### src/logic/irq_ctrl_map.vh
`ifndef IRQ_CTRL_MAP_VH
`define IRQ_CTRL_MAP_VH
// Register indices; byte address is four times the index
`define IDX_ENABLE      8'ha8
`define IDX_PRIO_HIGH   8'hb7
`define IDX_PRIO_LOW    8'hb8
`define IDX_AUX_CTRL    8'hc0
`define IDX_ISR_CTRL    8'hd0
`define IDX_ISR_STATUS  8'hd4
// Enable register fields
`define EN_GLOBAL       7
// Auxiliary control fields
`define AUX_EXT2_TRIG   0
`define AUX_EXT2_PEND   1
`define AUX_EXT2_EN     2
`define AUX_EXT2_PLOW   3
`define AUX_EXT3_TRIG   4
`define AUX_EXT3_PEND   5
`define AUX_EXT3_EN     6
`define AUX_EXT3_PLOW   7
// Service control register fields
`define ISR_CTRL_RETURN 0
// Reset values
`define RST_ENABLE      8'h00
`define RST_PRIO_HIGH   8'h00
`define RST_PRIO_LOW    8'h00
`define RST_AUX_CTRL    8'h00
// Vector base and stride
`define VEC_BASE        16'h0003
`define VEC_STEP        4'h8
`endif

### src/logic/priority_interrupt_controller.v
// Summary of operation
// - Global enable clear blocks every interrupt
// - Each source needs its own enable
// - Enable bit 5 gates timer 2
// - Enable bit 4 gates the uart
// - Bits 3 and 1 gate timers 1, 0
// - Bits 2 and 0 gate externals 1, 0
// - Aux bit 6 enables external 3
// - Aux bit 2 enables external 2
// - External 3 pending set, cleared on vector
// - External 2 pending set, cleared on vector
// - Aux bit 4: ext3 level or falling edge
// - Aux bit 0: ext2 level or falling edge
// - Level is high bit then low bit
// - High register holds upper priority bits
// - Low register holds six lower bits
// - Ext3, ext2 lower bits in aux 7, 3
// - Preempt only by strictly higher level
// - Equal levels resolved by fixed poll order
// - Vectors 0003h to 003bh step eight
// - Hardware clears ext flag only if edge
`timescale 1ns/10ps
`default_nettype none
`include "irq_ctrl_map.vh"
module priority_interrupt_controller
(
  // Clock, reset, enable
  input  wire        clk_i,
  input  wire        rst_i,
  input  wire        ce_i,
  // Wishbone slave
  input  wire        cyc_i,
  input  wire        stb_i,
  input  wire        we_i,
  input  wire [9:0]  adr_i,
  input  wire [3:0]  sel_i,
  input  wire [31:0] dat_i,
  output reg  [31:0] dat_o,
  output reg         ack_o,
  // Request flags from peripherals
  input  wire        ext0_flag_i,
  input  wire        timer0_flag_i,
  input  wire        ext1_flag_i,
  input  wire        timer1_flag_i,
  input  wire        uart_flag_i,
  input  wire        timer2_flag_i,
  // External pins, active low
  input  wire        ext2_pin_n_i,
  input  wire        ext3_pin_n_i,
  // Core handshake
  input  wire        vector_ack_i,
  input  wire        isr_return_i,
  output reg         irq_req_o,
  output reg  [2:0]  irq_index_o,
  output reg  [1:0]  irq_level_o,
  output reg  [15:0] irq_vector_o,
  output reg  [7:0]  irq_taken_o
);

  reg  [7:0] irq_enable_reg;
  reg  [7:0] irq_prio_high_reg;
  reg  [7:0] irq_prio_low_reg;
  reg  [7:0] aux_ext_irq_ctrl_reg;
  reg  [3:0] in_service;

  // Enable bits by name
  wire global_irq_enable = irq_enable_reg[`EN_GLOBAL];
  wire timer2_irq_enable = irq_enable_reg[5];
  wire uart_irq_enable   = irq_enable_reg[4];
  wire timer1_irq_enable = irq_enable_reg[3];
  wire ext1_irq_enable   = irq_enable_reg[2];
  wire timer0_irq_enable = irq_enable_reg[1];
  wire ext0_irq_enable   = irq_enable_reg[0];
  wire ext3_irq_enable   = aux_ext_irq_ctrl_reg[`AUX_EXT3_EN];
  wire ext2_irq_enable   = aux_ext_irq_ctrl_reg[`AUX_EXT2_EN];

  // Auxiliary control fields
  wire ext2_trigger_sel  = aux_ext_irq_ctrl_reg[`AUX_EXT2_TRIG];
  wire ext3_trigger_sel  = aux_ext_irq_ctrl_reg[`AUX_EXT3_TRIG];
  wire ext2_pending_flag = aux_ext_irq_ctrl_reg[`AUX_EXT2_PEND];
  wire ext3_pending_flag = aux_ext_irq_ctrl_reg[`AUX_EXT3_PEND];

  // Per-source enables in poll order
  wire [7:0] src_en;
  assign src_en[0] = ext0_irq_enable;
  assign src_en[1] = timer0_irq_enable;
  assign src_en[2] = ext1_irq_enable;
  assign src_en[3] = timer1_irq_enable;
  assign src_en[4] = uart_irq_enable;
  assign src_en[5] = timer2_irq_enable;
  assign src_en[6] = ext2_irq_enable;
  assign src_en[7] = ext3_irq_enable;

  wire [7:0] src_pend = {ext3_pending_flag, ext2_pending_flag,
                         timer2_flag_i, uart_flag_i, timer1_flag_i,
                         ext1_flag_i, timer0_flag_i, ext0_flag_i};

  // Upper priority bits
  wire ext3_prio_high   = irq_prio_high_reg[7];
  wire ext2_prio_high   = irq_prio_high_reg[6];
  wire timer2_prio_high = irq_prio_high_reg[5];
  wire uart_prio_high   = irq_prio_high_reg[4];
  wire timer1_prio_high = irq_prio_high_reg[3];
  wire ext1_prio_high   = irq_prio_high_reg[2];
  wire timer0_prio_high = irq_prio_high_reg[1];
  wire ext0_prio_high   = irq_prio_high_reg[0];

  // Lower priority bits: ext2/ext3 live in the aux register
  wire ext3_prio_low    = aux_ext_irq_ctrl_reg[`AUX_EXT3_PLOW];
  wire ext2_prio_low    = aux_ext_irq_ctrl_reg[`AUX_EXT2_PLOW];
  wire timer2_prio_low  = irq_prio_low_reg[5];
  wire uart_prio_low    = irq_prio_low_reg[4];
  wire timer1_prio_low  = irq_prio_low_reg[3];
  wire ext1_prio_low    = irq_prio_low_reg[2];
  wire timer0_prio_low  = irq_prio_low_reg[1];
  wire ext0_prio_low    = irq_prio_low_reg[0];

  // Gathered in poll order
  wire [7:0] prio_high = {ext3_prio_high, ext2_prio_high, timer2_prio_high,
                          uart_prio_high, timer1_prio_high, ext1_prio_high,
                          timer0_prio_high, ext0_prio_high};
  wire [7:0] prio_low  = {ext3_prio_low, ext2_prio_low, timer2_prio_low,
                          uart_prio_low, timer1_prio_low, ext1_prio_low,
                          timer0_prio_low, ext0_prio_low};

  // Two-bit level per source, high bit upper
  wire [15:0] src_lvl;
  genvar      g;
  generate
    for (g = 0; g < 8; g = g + 1)
    begin : g_lvl
      assign src_lvl[2*g+1:2*g] = {prio_high[g], prio_low[g]};
    end
  endgenerate

  wire [7:0] active = src_pend & src_en
                      & {8{global_irq_enable}};

  // Highest level of the routines now in service, or none
  reg        busy;
  reg  [1:0] busy_lvl;
  // Winner search
  reg        found;
  reg  [2:0] win_idx;
  reg  [1:0] win_lvl;
  reg  [1:0] lvl;
  integer    i;

  always @*
  begin
    busy     = |in_service;
    busy_lvl = 2'd0;
    for (i = 0; i < 4; i = i + 1)
      if (in_service[i])
        busy_lvl = i[1:0];
    found   = 1'b0;
    win_idx = 3'd0;
    win_lvl = 2'd0;
    // Scan from last in poll order so earlier sources win ties
    for (i = 7; i >= 0; i = i - 1)
    begin
      lvl = src_lvl[2*i +: 2];
      if (active[i] && (!found || lvl >= win_lvl))
      begin
        found   = 1'b1;
        win_idx = i[2:0];
        win_lvl = lvl;
      end
    end
  end

  // Strictly higher than any routine already running
  wire grant_ok = found && (!busy || win_lvl > busy_lvl);

  wire vector_taken = vector_ack_i && irq_req_o;

  // Wishbone decode, word index from byte address
  wire [7:0] word_idx = adr_i[9:2];
  wire       bus_req  = cyc_i && stb_i && !ack_o;
  wire       wr_lane  = bus_req && we_i && sel_i[0];

  wire       aux_wr   = wr_lane && word_idx == `IDX_AUX_CTRL;
  // Trigger modes as they will stand after this cycle's write
  wire ext2_edge_next = aux_wr ? dat_i[`AUX_EXT2_TRIG] : ext2_trigger_sel;
  wire ext3_edge_next = aux_wr ? dat_i[`AUX_EXT3_TRIG] : ext3_trigger_sel;
  // Hardware clear on vectoring, edge mode only
  wire ext2_vec_clr = vector_taken && irq_index_o == 3'h6
                      && ext2_trigger_sel;
  wire ext3_vec_clr = vector_taken && irq_index_o == 3'h7
                      && ext3_trigger_sel;
  wire ext2_next_flag;
  wire ext3_next_flag;

  ext_trigger #(.IDLE_LEVEL(1'b1)) ext2_trig
  (
    .clk_i       (clk_i),
    .rst_i       (rst_i),
    .ce_i        (ce_i),
    .pin_n_i     (ext2_pin_n_i),
    .edge_mode_i (ext2_edge_next),
    .flag_i      (ext2_pending_flag),
    .sw_write_i  (aux_wr),
    .sw_value_i  (dat_i[`AUX_EXT2_PEND]),
    .hw_clear_i  (ext2_vec_clr),
    .next_flag_o (ext2_next_flag)
  );

  ext_trigger #(.IDLE_LEVEL(1'b1)) ext3_trig
  (
    .clk_i       (clk_i),
    .rst_i       (rst_i),
    .ce_i        (ce_i),
    .pin_n_i     (ext3_pin_n_i),
    .edge_mode_i (ext3_edge_next),
    .flag_i      (ext3_pending_flag),
    .sw_write_i  (aux_wr),
    .sw_value_i  (dat_i[`AUX_EXT3_PEND]),
    .hw_clear_i  (ext3_vec_clr),
    .next_flag_o (ext3_next_flag)
  );

  reg [7:0] next_aux;
  always @*
  begin
    next_aux = aux_ext_irq_ctrl_reg;
    if (aux_wr)
      next_aux = dat_i[7:0];
    next_aux[`AUX_EXT2_PEND] = ext2_next_flag;
    next_aux[`AUX_EXT3_PEND] = ext3_next_flag;
  end

  reg [31:0] next_dat;
  always @*
  begin
    next_dat = 32'h0000_0000;
    case (word_idx)
      `IDX_ENABLE:     next_dat[7:0] = irq_enable_reg;
      `IDX_PRIO_HIGH:  next_dat[7:0] = irq_prio_high_reg;
      `IDX_PRIO_LOW:   next_dat[7:0] = irq_prio_low_reg;
      `IDX_AUX_CTRL:   next_dat[7:0] = aux_ext_irq_ctrl_reg;
      `IDX_ISR_STATUS: next_dat[7:0] = {irq_req_o, irq_level_o,
                                        irq_index_o, busy_lvl};
      `IDX_ISR_CTRL:   next_dat[3:0] = in_service;
      default:         next_dat = 32'h0000_0000;
    endcase
  end

  // Software return retires the highest running level
  wire sw_return = wr_lane && word_idx == `IDX_ISR_CTRL
                   && dat_i[`ISR_CTRL_RETURN];
  wire do_return = isr_return_i || sw_return;

  reg [3:0] next_service;
  always @*
  begin
    next_service = in_service;
    if (do_return && busy)
      next_service[busy_lvl] = 1'b0;
    if (vector_taken)
      next_service[irq_level_o] = 1'b1;
  end

  // Next values of the core-side outputs
  wire        next_req    = grant_ok && !vector_taken;
  wire [7:0]  next_taken  = vector_taken ? (8'h01 << irq_index_o)
                                         : 8'h00;
  wire [15:0] next_vector = `VEC_BASE
                            + {10'h000, win_idx, 3'h0};

  // One write select per register word
  wire sel_enable    = wr_lane && word_idx == `IDX_ENABLE;
  wire sel_prio_high = wr_lane && word_idx == `IDX_PRIO_HIGH;
  wire sel_prio_low  = wr_lane && word_idx == `IDX_PRIO_LOW;

  // Configuration registers
  always @(posedge clk_i)
  begin
    if (rst_i)
    begin
      irq_enable_reg       <= `RST_ENABLE;
      irq_prio_high_reg    <= `RST_PRIO_HIGH;
      irq_prio_low_reg     <= `RST_PRIO_LOW;
      aux_ext_irq_ctrl_reg <= `RST_AUX_CTRL;
    end
    else if (ce_i)
    begin
      // Enable bit 6 and low priority bits 7:6 do not exist
      if (sel_enable)
        irq_enable_reg <= dat_i[7:0] & 8'hbf;
      if (sel_prio_high)
        irq_prio_high_reg <= dat_i[7:0];
      if (sel_prio_low)
        irq_prio_low_reg <= dat_i[7:0] & 8'h3f;
      aux_ext_irq_ctrl_reg <= next_aux;
    end
  end

  // Levels in service
  always @(posedge clk_i)
  begin
    if (rst_i)
      in_service <= 4'h0;
    else if (ce_i)
      in_service <= next_service;
  end

  // Bus answer, one cycle after the request is taken
  always @(posedge clk_i)
  begin
    if (rst_i)
    begin
      ack_o <= 1'b0;
      dat_o <= 32'h0000_0000;
    end
    else if (ce_i)
    begin
      ack_o <= bus_req;
      if (bus_req)
        dat_o <= next_dat;
    end
  end

  // Core-side outputs, all registered
  always @(posedge clk_i)
  begin
    if (rst_i)
    begin
      irq_req_o    <= 1'b0;
      irq_index_o  <= 3'h0;
      irq_level_o  <= 2'h0;
      irq_vector_o <= 16'h0000;
      irq_taken_o  <= 8'h00;
    end
    else if (ce_i)
    begin
      // Request drops for a cycle after each vector so it re-arbitrates
      irq_req_o    <= next_req;
      irq_index_o  <= win_idx;
      irq_level_o  <= win_lvl;
      irq_vector_o <= next_vector;
      irq_taken_o  <= next_taken;
    end
  end

endmodule

// Pending flag of one auxiliary pin, falling-edge or active-low level
module ext_trigger
#(
  parameter [0:0] IDLE_LEVEL = 1'b1
)
(
  // Clock, reset, enable
  input  wire clk_i,
  input  wire rst_i,
  input  wire ce_i,
  // Pin and controls
  input  wire pin_n_i,
  input  wire edge_mode_i,
  input  wire flag_i,
  input  wire sw_write_i,
  input  wire sw_value_i,
  input  wire hw_clear_i,
  // Flag value for the next cycle
  output wire next_flag_o
);

  // History starts at the idle level so reset makes no false edge
  reg  pin_q;
  reg  next_flag;
  wire fall = pin_q & ~pin_n_i;

  always @*
  begin
    next_flag = flag_i;
    if (sw_write_i)
      next_flag = sw_value_i;
    if (hw_clear_i)
      next_flag = 1'b0;
    // Level mode follows the pin; in edge mode a set beats any clear
    if (!edge_mode_i)
      next_flag = ~pin_n_i;
    else if (fall)
      next_flag = 1'b1;
  end

  always @(posedge clk_i)
  begin
    if (rst_i)
      pin_q <= IDLE_LEVEL;
    else if (ce_i)
      pin_q <= pin_n_i;
  end

  assign next_flag_o = next_flag;
endmodule
`default_nettype wire

### config.mk
export PLATFORM = sky130hd
export DESIGN_NAME = priority_interrupt_controller
export DESIGN_NICKNAME = d
export VERILOG_FILES = /design/src/logic/priority_interrupt_controller.v
export VERILOG_INCLUDE_DIRS = /design/src /design/src/logic
export SDC_FILE = /design/constraint.sdc
export NUM_CORES = 1
export LEC_CHECK = 0
export BUFFER_PORTS_ARGS = -buffer_cell sky130_fd_sc_hd__buf_4
export CAP_MARGIN = 20
export CORE_AREA = 2 2 86 88
export CTS_CLUSTER_SIZE = 30
export DETAILED_ROUTE_END_ITERATION = 16
export DIE_AREA = 0 0 88 90
export PLACE_DENSITY_LB_ADDON = 0.15
export SKIP_LAST_GASP = 1
export SLEW_MARGIN = 20
export SYNTH_ARGS = -nofsm -noshare
export SYNTH_HDL_FRONTEND = slang
export SYNTH_SLANG_ARGS = --single-unit
### constraint.sdc
create_clock -name clk_i -period 21.8 [get_ports clk_i]
set_input_delay 4.36 -clock clk_i [delete_from_list [all_inputs] [get_ports clk_i]]
set_output_delay 4.36 -clock clk_i [all_outputs]
set_load 0.01 [all_outputs]
### After elaboration in Yosys (flattened, before gate mapping)

Cells that the tools add are included.

* add/subtract/negate cells: 1
* $mul: 0
* div/mod/pow operators: 0
* order comparisons: 12
* eq/ne operators: 10
* shifts and indexed selects: 1
* multiplexer cells: 46
* bitwise gates (word level): 9
* reduce and logical (&&, ||, !) cells: 54

Operators with widths (count)
* == test 8 bit (second input constant): 6
* logical AND 1 bit: 27
* 2-to-1 mux 3 bit: 8
* case mux 4 bit (6 select lines): 1
* 2-to-1 mux 1 bit: 21
* 2-to-1 mux 2 bit: 10
* case mux 4 bit (5 select lines): 1
* bitwise AND 8 bit: 2
* greater-or-equal comparator 2 bit: 7
* AND reduction 2 bit: 7
* logical NOT 1 bit: 10
* logical OR 1 bit: 9
* 2-to-1 mux 4 bit: 2
* 2-to-1 mux 8 bit: 1
* != test 4 bit (second input constant): 2
* left shift 1 x 3 -> 8 bit (first input constant): 1
* adder 2 x 6 -> 7 bit (first input constant): 1
* == test 3 bit (second input constant): 2
* < comparator 2 x 3 -> 1 bit (second input constant): 2
* bitwise AND 4 bit: 1
* demux 1 bit (select 2 bit): 2
* greater-or-equal comparator 2 x 1 -> 1 bit (second input constant): 2
* inverter 4 bit: 1
* bitwise OR 4 bit: 1
* 4 further kinds: 6

* register bits: 74
* latch bits: 0
* bits in writable memories: 0
* bits in read-only memories: 0
* input bits: 62
* logic and storage cells: 149
* memories: 0

### Longest topological paths before layout

* word-level depth: 35
* mapped depth: 49

### Cells and area by module

From an unflattened synthesis, not the netlist that was laid out.

* cells, all modules: 469
* area, all modules: 3846.2 um^2

By module, submodules not included
* priority_interrupt_controller: times used 1, cells each 455, area each 3703.6 um^2, seq. area each 1141.1 um^2
* ext_trigger: times used 2, cells each 7, area each 71.3 um^2, seq. area each 20.0 um^2

### Worst setup path before layout

OpenSTA, ideal clock, no wires.

* path type: input -> register
* start point: in timer2_flag_i
* end point: reg irq_req_o
* setup time: 0.128 ns
* data arrival time: 11.076 ns
* slack: 10.596 ns
* stages: 38
* path buffers: 0
* cell sequence: nand2_1 > nor2_1 > mux2i_1 > nor2_1 > ha_1 > nand2b_1 > a211oi_1 > o21ai_2 > o21ai_0 > ha_1 > nand2b_1 > a221o_1 > nand4_1 > mux2_2 > ha_1 > nand2b_1 > a21oi_1 > a21o_1 > [2 not listed] > nand2b_1 > a21oi_1 > a21oi_4 > nor4b_1 > a211o_2 > ha_1 > nand2b_1 > a21oi_1 > a21oi_4 > nand2_1 > o21ai_0 > ha_1 > nor2b_1 > o21ai_0 > o21a_1 > a221oi_1 > mux2i_1 > nor2_1

* word-level cells in the longest chain between the ends: 28
* elaborated cells between the ends (all ways): 39
* those cells by class: order compare (6); mux (12); bitwise (2); reduce/logical (19)

RTL lines
* start: declaration: RTL line priority_interrupt_controller.v:46 `input wire timer2_flag_i,`
* bitwise AND 8 bit (*): RTL line priority_interrupt_controller.v:136 `wire [7:0] active = src_pend & src_en`
* bitwise AND 8 bit (*): RTL line priority_interrupt_controller.v:137 `& {8{global_irq_enable}};`
* logical AND 1 bit (*): RTL line priority_interrupt_controller.v:163 `if (active[i] && (!found || lvl >= win_lvl))`
* 2-to-1 mux 2 bit / 2-to-1 mux 1 bit (equally long branches): RTL line priority_interrupt_controller.v:163
* greater-or-equal comparator 2 bit / logical NOT 1 bit (equally long branches): RTL line priority_interrupt_controller.v:163
* logical OR 1 bit: RTL line priority_interrupt_controller.v:163
* logical AND 1 bit: RTL line priority_interrupt_controller.v:163
* 2-to-1 mux 2 bit / 2-to-1 mux 1 bit (equally long branches): RTL line priority_interrupt_controller.v:163
* [13 not listed]
* logical OR 1 bit: RTL line priority_interrupt_controller.v:163
* logical AND 1 bit: RTL line priority_interrupt_controller.v:163
* 2-to-1 mux 2 bit (*): RTL line priority_interrupt_controller.v:163
* via win_lvl[1]: RTL line priority_interrupt_controller.v:145 `reg [1:0] win_lvl;`
* greater-than comparator 2 bit (*): RTL line priority_interrupt_controller.v:173 `wire grant_ok = found && (!busy || win_lvl > busy_lvl);`
* logical OR 1 bit (*): RTL line priority_interrupt_controller.v:173
* logical AND 1 bit (*): RTL line priority_interrupt_controller.v:173
* logical AND 1 bit (*): RTL line priority_interrupt_controller.v:264 `wire next_req = grant_ok && !vector_taken;`
* end signal: assignment: RTL line priority_interrupt_controller.v:337 `irq_req_o <= next_req;`
* end: declaration: RTL line priority_interrupt_controller.v:53 `output reg irq_req_o,`

The timed path passes the listed nets; every way through them passes the cells marked *.
A chain may end at the register's enable or synchronous reset.

### Worst setup path after layout

Same ends and word-level chain as after synthesis.

==> flow_summary.ini <==
[synth]
synth_edf_count = 0
yosys_warnings = 0
synthSimpleGateAreaFrac_pct = 22.61
ys_seq_area_share_pct = 31.44
yosys.area.top_type = dfxtp_1
synth_commonest_cells = dfxtp_1 (59), nor2_1 (55), nand2_1 (45)
synth_compound_area_share_pct = 20.41
synth_top_area_share_pct = 31.44
synth_top_family_by_area = simple AND/OR/NAND/NOR gates
ys_seq_elements = 59
netlist_area_um2 = 3757
netlist_instances = 474
synth_most_common_cell = dfxtp_1
synthAdderAreaFrac_pct = 5.328
synth-xor-area-share_pct = 0
ys.flop_type = dfxtp_1
synth_mux_area_share_pct = 8.591
yosysUniqueCellTypes = 57
synth_top_cells_by_area = dfxtp_1 (31%), mux2i_1 (8.0%), buf_4 (7.8%)
async_flop_share_pct = 0
syn_area_per_cell_um2 = 7.927

[setup_path]
end_kind = flop
worst_ep_arrival_time_ns = 12.02
crit_slowest_cell = mux2_2
max_stage_delay_ns = 0.38
required_ns = 22.02
crit_type = input pin to flop
path_common_cell = ha_1
critPathLaunchType = input pin
path_max_fanout = 8

[timing]
hold_viol = 0
clock.fmax_mhz = 84.71
clock_skew_ns = 0.007153
setup_tns_ns = 0
fin_crit_sh_pct = 54.15
slew_viol_final = 0
period_minus_slack_ns = 11.80
rsz0062_at_grt = false
setup_viol = 0
max_slew.worst_pin.slew_ns = 0.8420
slew_headroom_pct = 43.45

[die]
die_y_um = 90
boundaryPins = 125
start_util_pct = 53.52
core_um2 = 7020
die_w_um = 88
rows = 31
die-area_um2 = 7920

[clock_network]
clkSinkCount = 59
htreeDepth = 3
numCtsBuffers = 9
cts_tree = done
clock_path_buffers = 2
insertion_delay_ns = 0.35
path_clk_slew_ns = 0.07
ctsHoldBuffers = 0
post_cts_resized = 0
cts-root-buf = clkbuf_8
post_cts_buffers = 0

[cells_and_area]
diodes = 0
fillers = 659
final_nets = 604
synthToLayoutAreaGrowth_pct = 15.75
layoutNonFillerInstCount = 629
final_area_um2 = 4349
drive_gt1_share_pct = 17.55

[hold_path]
min_path_type = flop to flop

[drt]
vias_per_cell = 5.744
wl_met3_um = 768
drt_iter0_markers = 246
drcViolationCount = 0
ant_nets = 0
avgRoutedWirePerCell_um = 16.39
num_vias = 3613
wl_met2_mm = 4.750
wl_met1_mm = 4.447
wl_mm = 10.31
drt_pre_antenna_iters = 5
top_layer = met4

[place]
dpl.hpwl_mm = 7.540
portBuffers = 60
dp.cells = 614
place.gp.congestion = 0.8763
placed_cell_area_um2 = 4120

[grt]
grt_max_degree = 55
grt-ovfl-total = 0
grt_pass1_wl_mm = 16.75
groute.usage.overall_pct = 27.11
grt_pass1_vias = 3335
antenna_found_initial = 0

[power_and_ir_drop]
ir_drop_uv = 32.14
leakagePower_nw = 1.758
powerDensity_nw_per_um2 = 57.24

[run]
drv_cap = 0

[outcome]
status = complete, no violations
[layer usage]
metal  global-route usage [%]  vias up
met5                        0        -
met4                    10.26        0
met1                    36.31     1669
met2                    41.60      174
met3                    6.795       32
li1                         -     1738
[layout make-up]
| class | count | area [um^2] | share of cell area [%] |
|---|---|---|---|
| Clock buffer | 9 | 123.9 | 2.848 |
| Clock inverter | 6 | 105.1 | 2.417 |
| Inverter | 17 | 63.81 | 1.467 |
| Multi-Input combinational cell | 375 | 2271 | 52.22 |
| Sequential cell | 59 | 1181 | 27.16 |
| Tap cell | 99 | 123.9 | 2.848 |
| Timing Repair Buffer | 64 | 480.5 | 11.05 |
[logic make-up (layout without fill, tap and decap cells)]
group                    after synthesis  count (layout)
buffers and inverters                 74              96
adder cells (fa/ha/maj)               16              16
other                                  1              35
AO/OA/AOI/OAI                        116             116
flip-flops                            59              59
multiplexers                          32              32
AND/OR/NAND/NOR                      176             176
[worst paths after layout]
kind / startpoint / endpoint / slack, ns / depth (start not counted)
max: timer2_flag_i / irq_req_o / 10.0 / 38
max reg2reg: irq_enable_reg[7] / irq_req_o / 11.38 / 46
min: irq_prio_high_reg[7] / irq_prio_high_reg[7] / 0.49 / 2
min reg2reg: irq_prio_high_reg[7] / irq_prio_high_reg[7] / 0.49 / 2
[worst max-delay path, delay by kind of cell]
family | cells | cell delay (ns)
AO/OA/AOI/OAI | 15 | 2.96
adder cells (fa/ha/maj) | 6 | 1.56
buffers and inverters | 1 | 0.09
multiplexers | 4 | 1.23
AND/OR/NAND/NOR | 12 | 1.81
[cell usage in the layout, fill, tap and decap left out, types with 9 or more instances in the layout]
master	netlist	layout
buf_4	39	64
conb_1	1	35
clkbuf_8	0	9
nor3_1	10	10
dfxtp_1	59	59
nand2_1	45	45
nand2b_1	9	9
nand3_1	28	28
mux2i_1	30	30
ha_1	16	16
a21oi_1	43	43
inv_1	16	16
nor2_1	55	55
o21ai_0	19	19
[through the flow]
step / hold WS (ns) / setup slack, ns / util (%) / power (W)
floorplan: 0.4582 / 10.60 / - / 0.0001272
global placement: 0.4646 / 9.733 / 58.69 / 0.0001312
detailed placement: 0.4830 / 9.679 / 58.69 / 0.0001315
CTS: 0.4927 / 9.994 / 61.95 / 0.0002505
global route: 0.5256 / 9.282 / 61.95 / 0.0002583
finish: 0.4936 / 9.996 / 61.95 / 0.0002490
[power breakdown]
group	leakage (nW)	switching, W	internal (W)
clock network	0.119	0.0000450	0.0000747
logic	1.16	0.0000118	0.00000729
registers	0.477	0.00000121	0.000109
total	1.76	0.0000580	0.000191
Power figures use the tool's default switching activity.
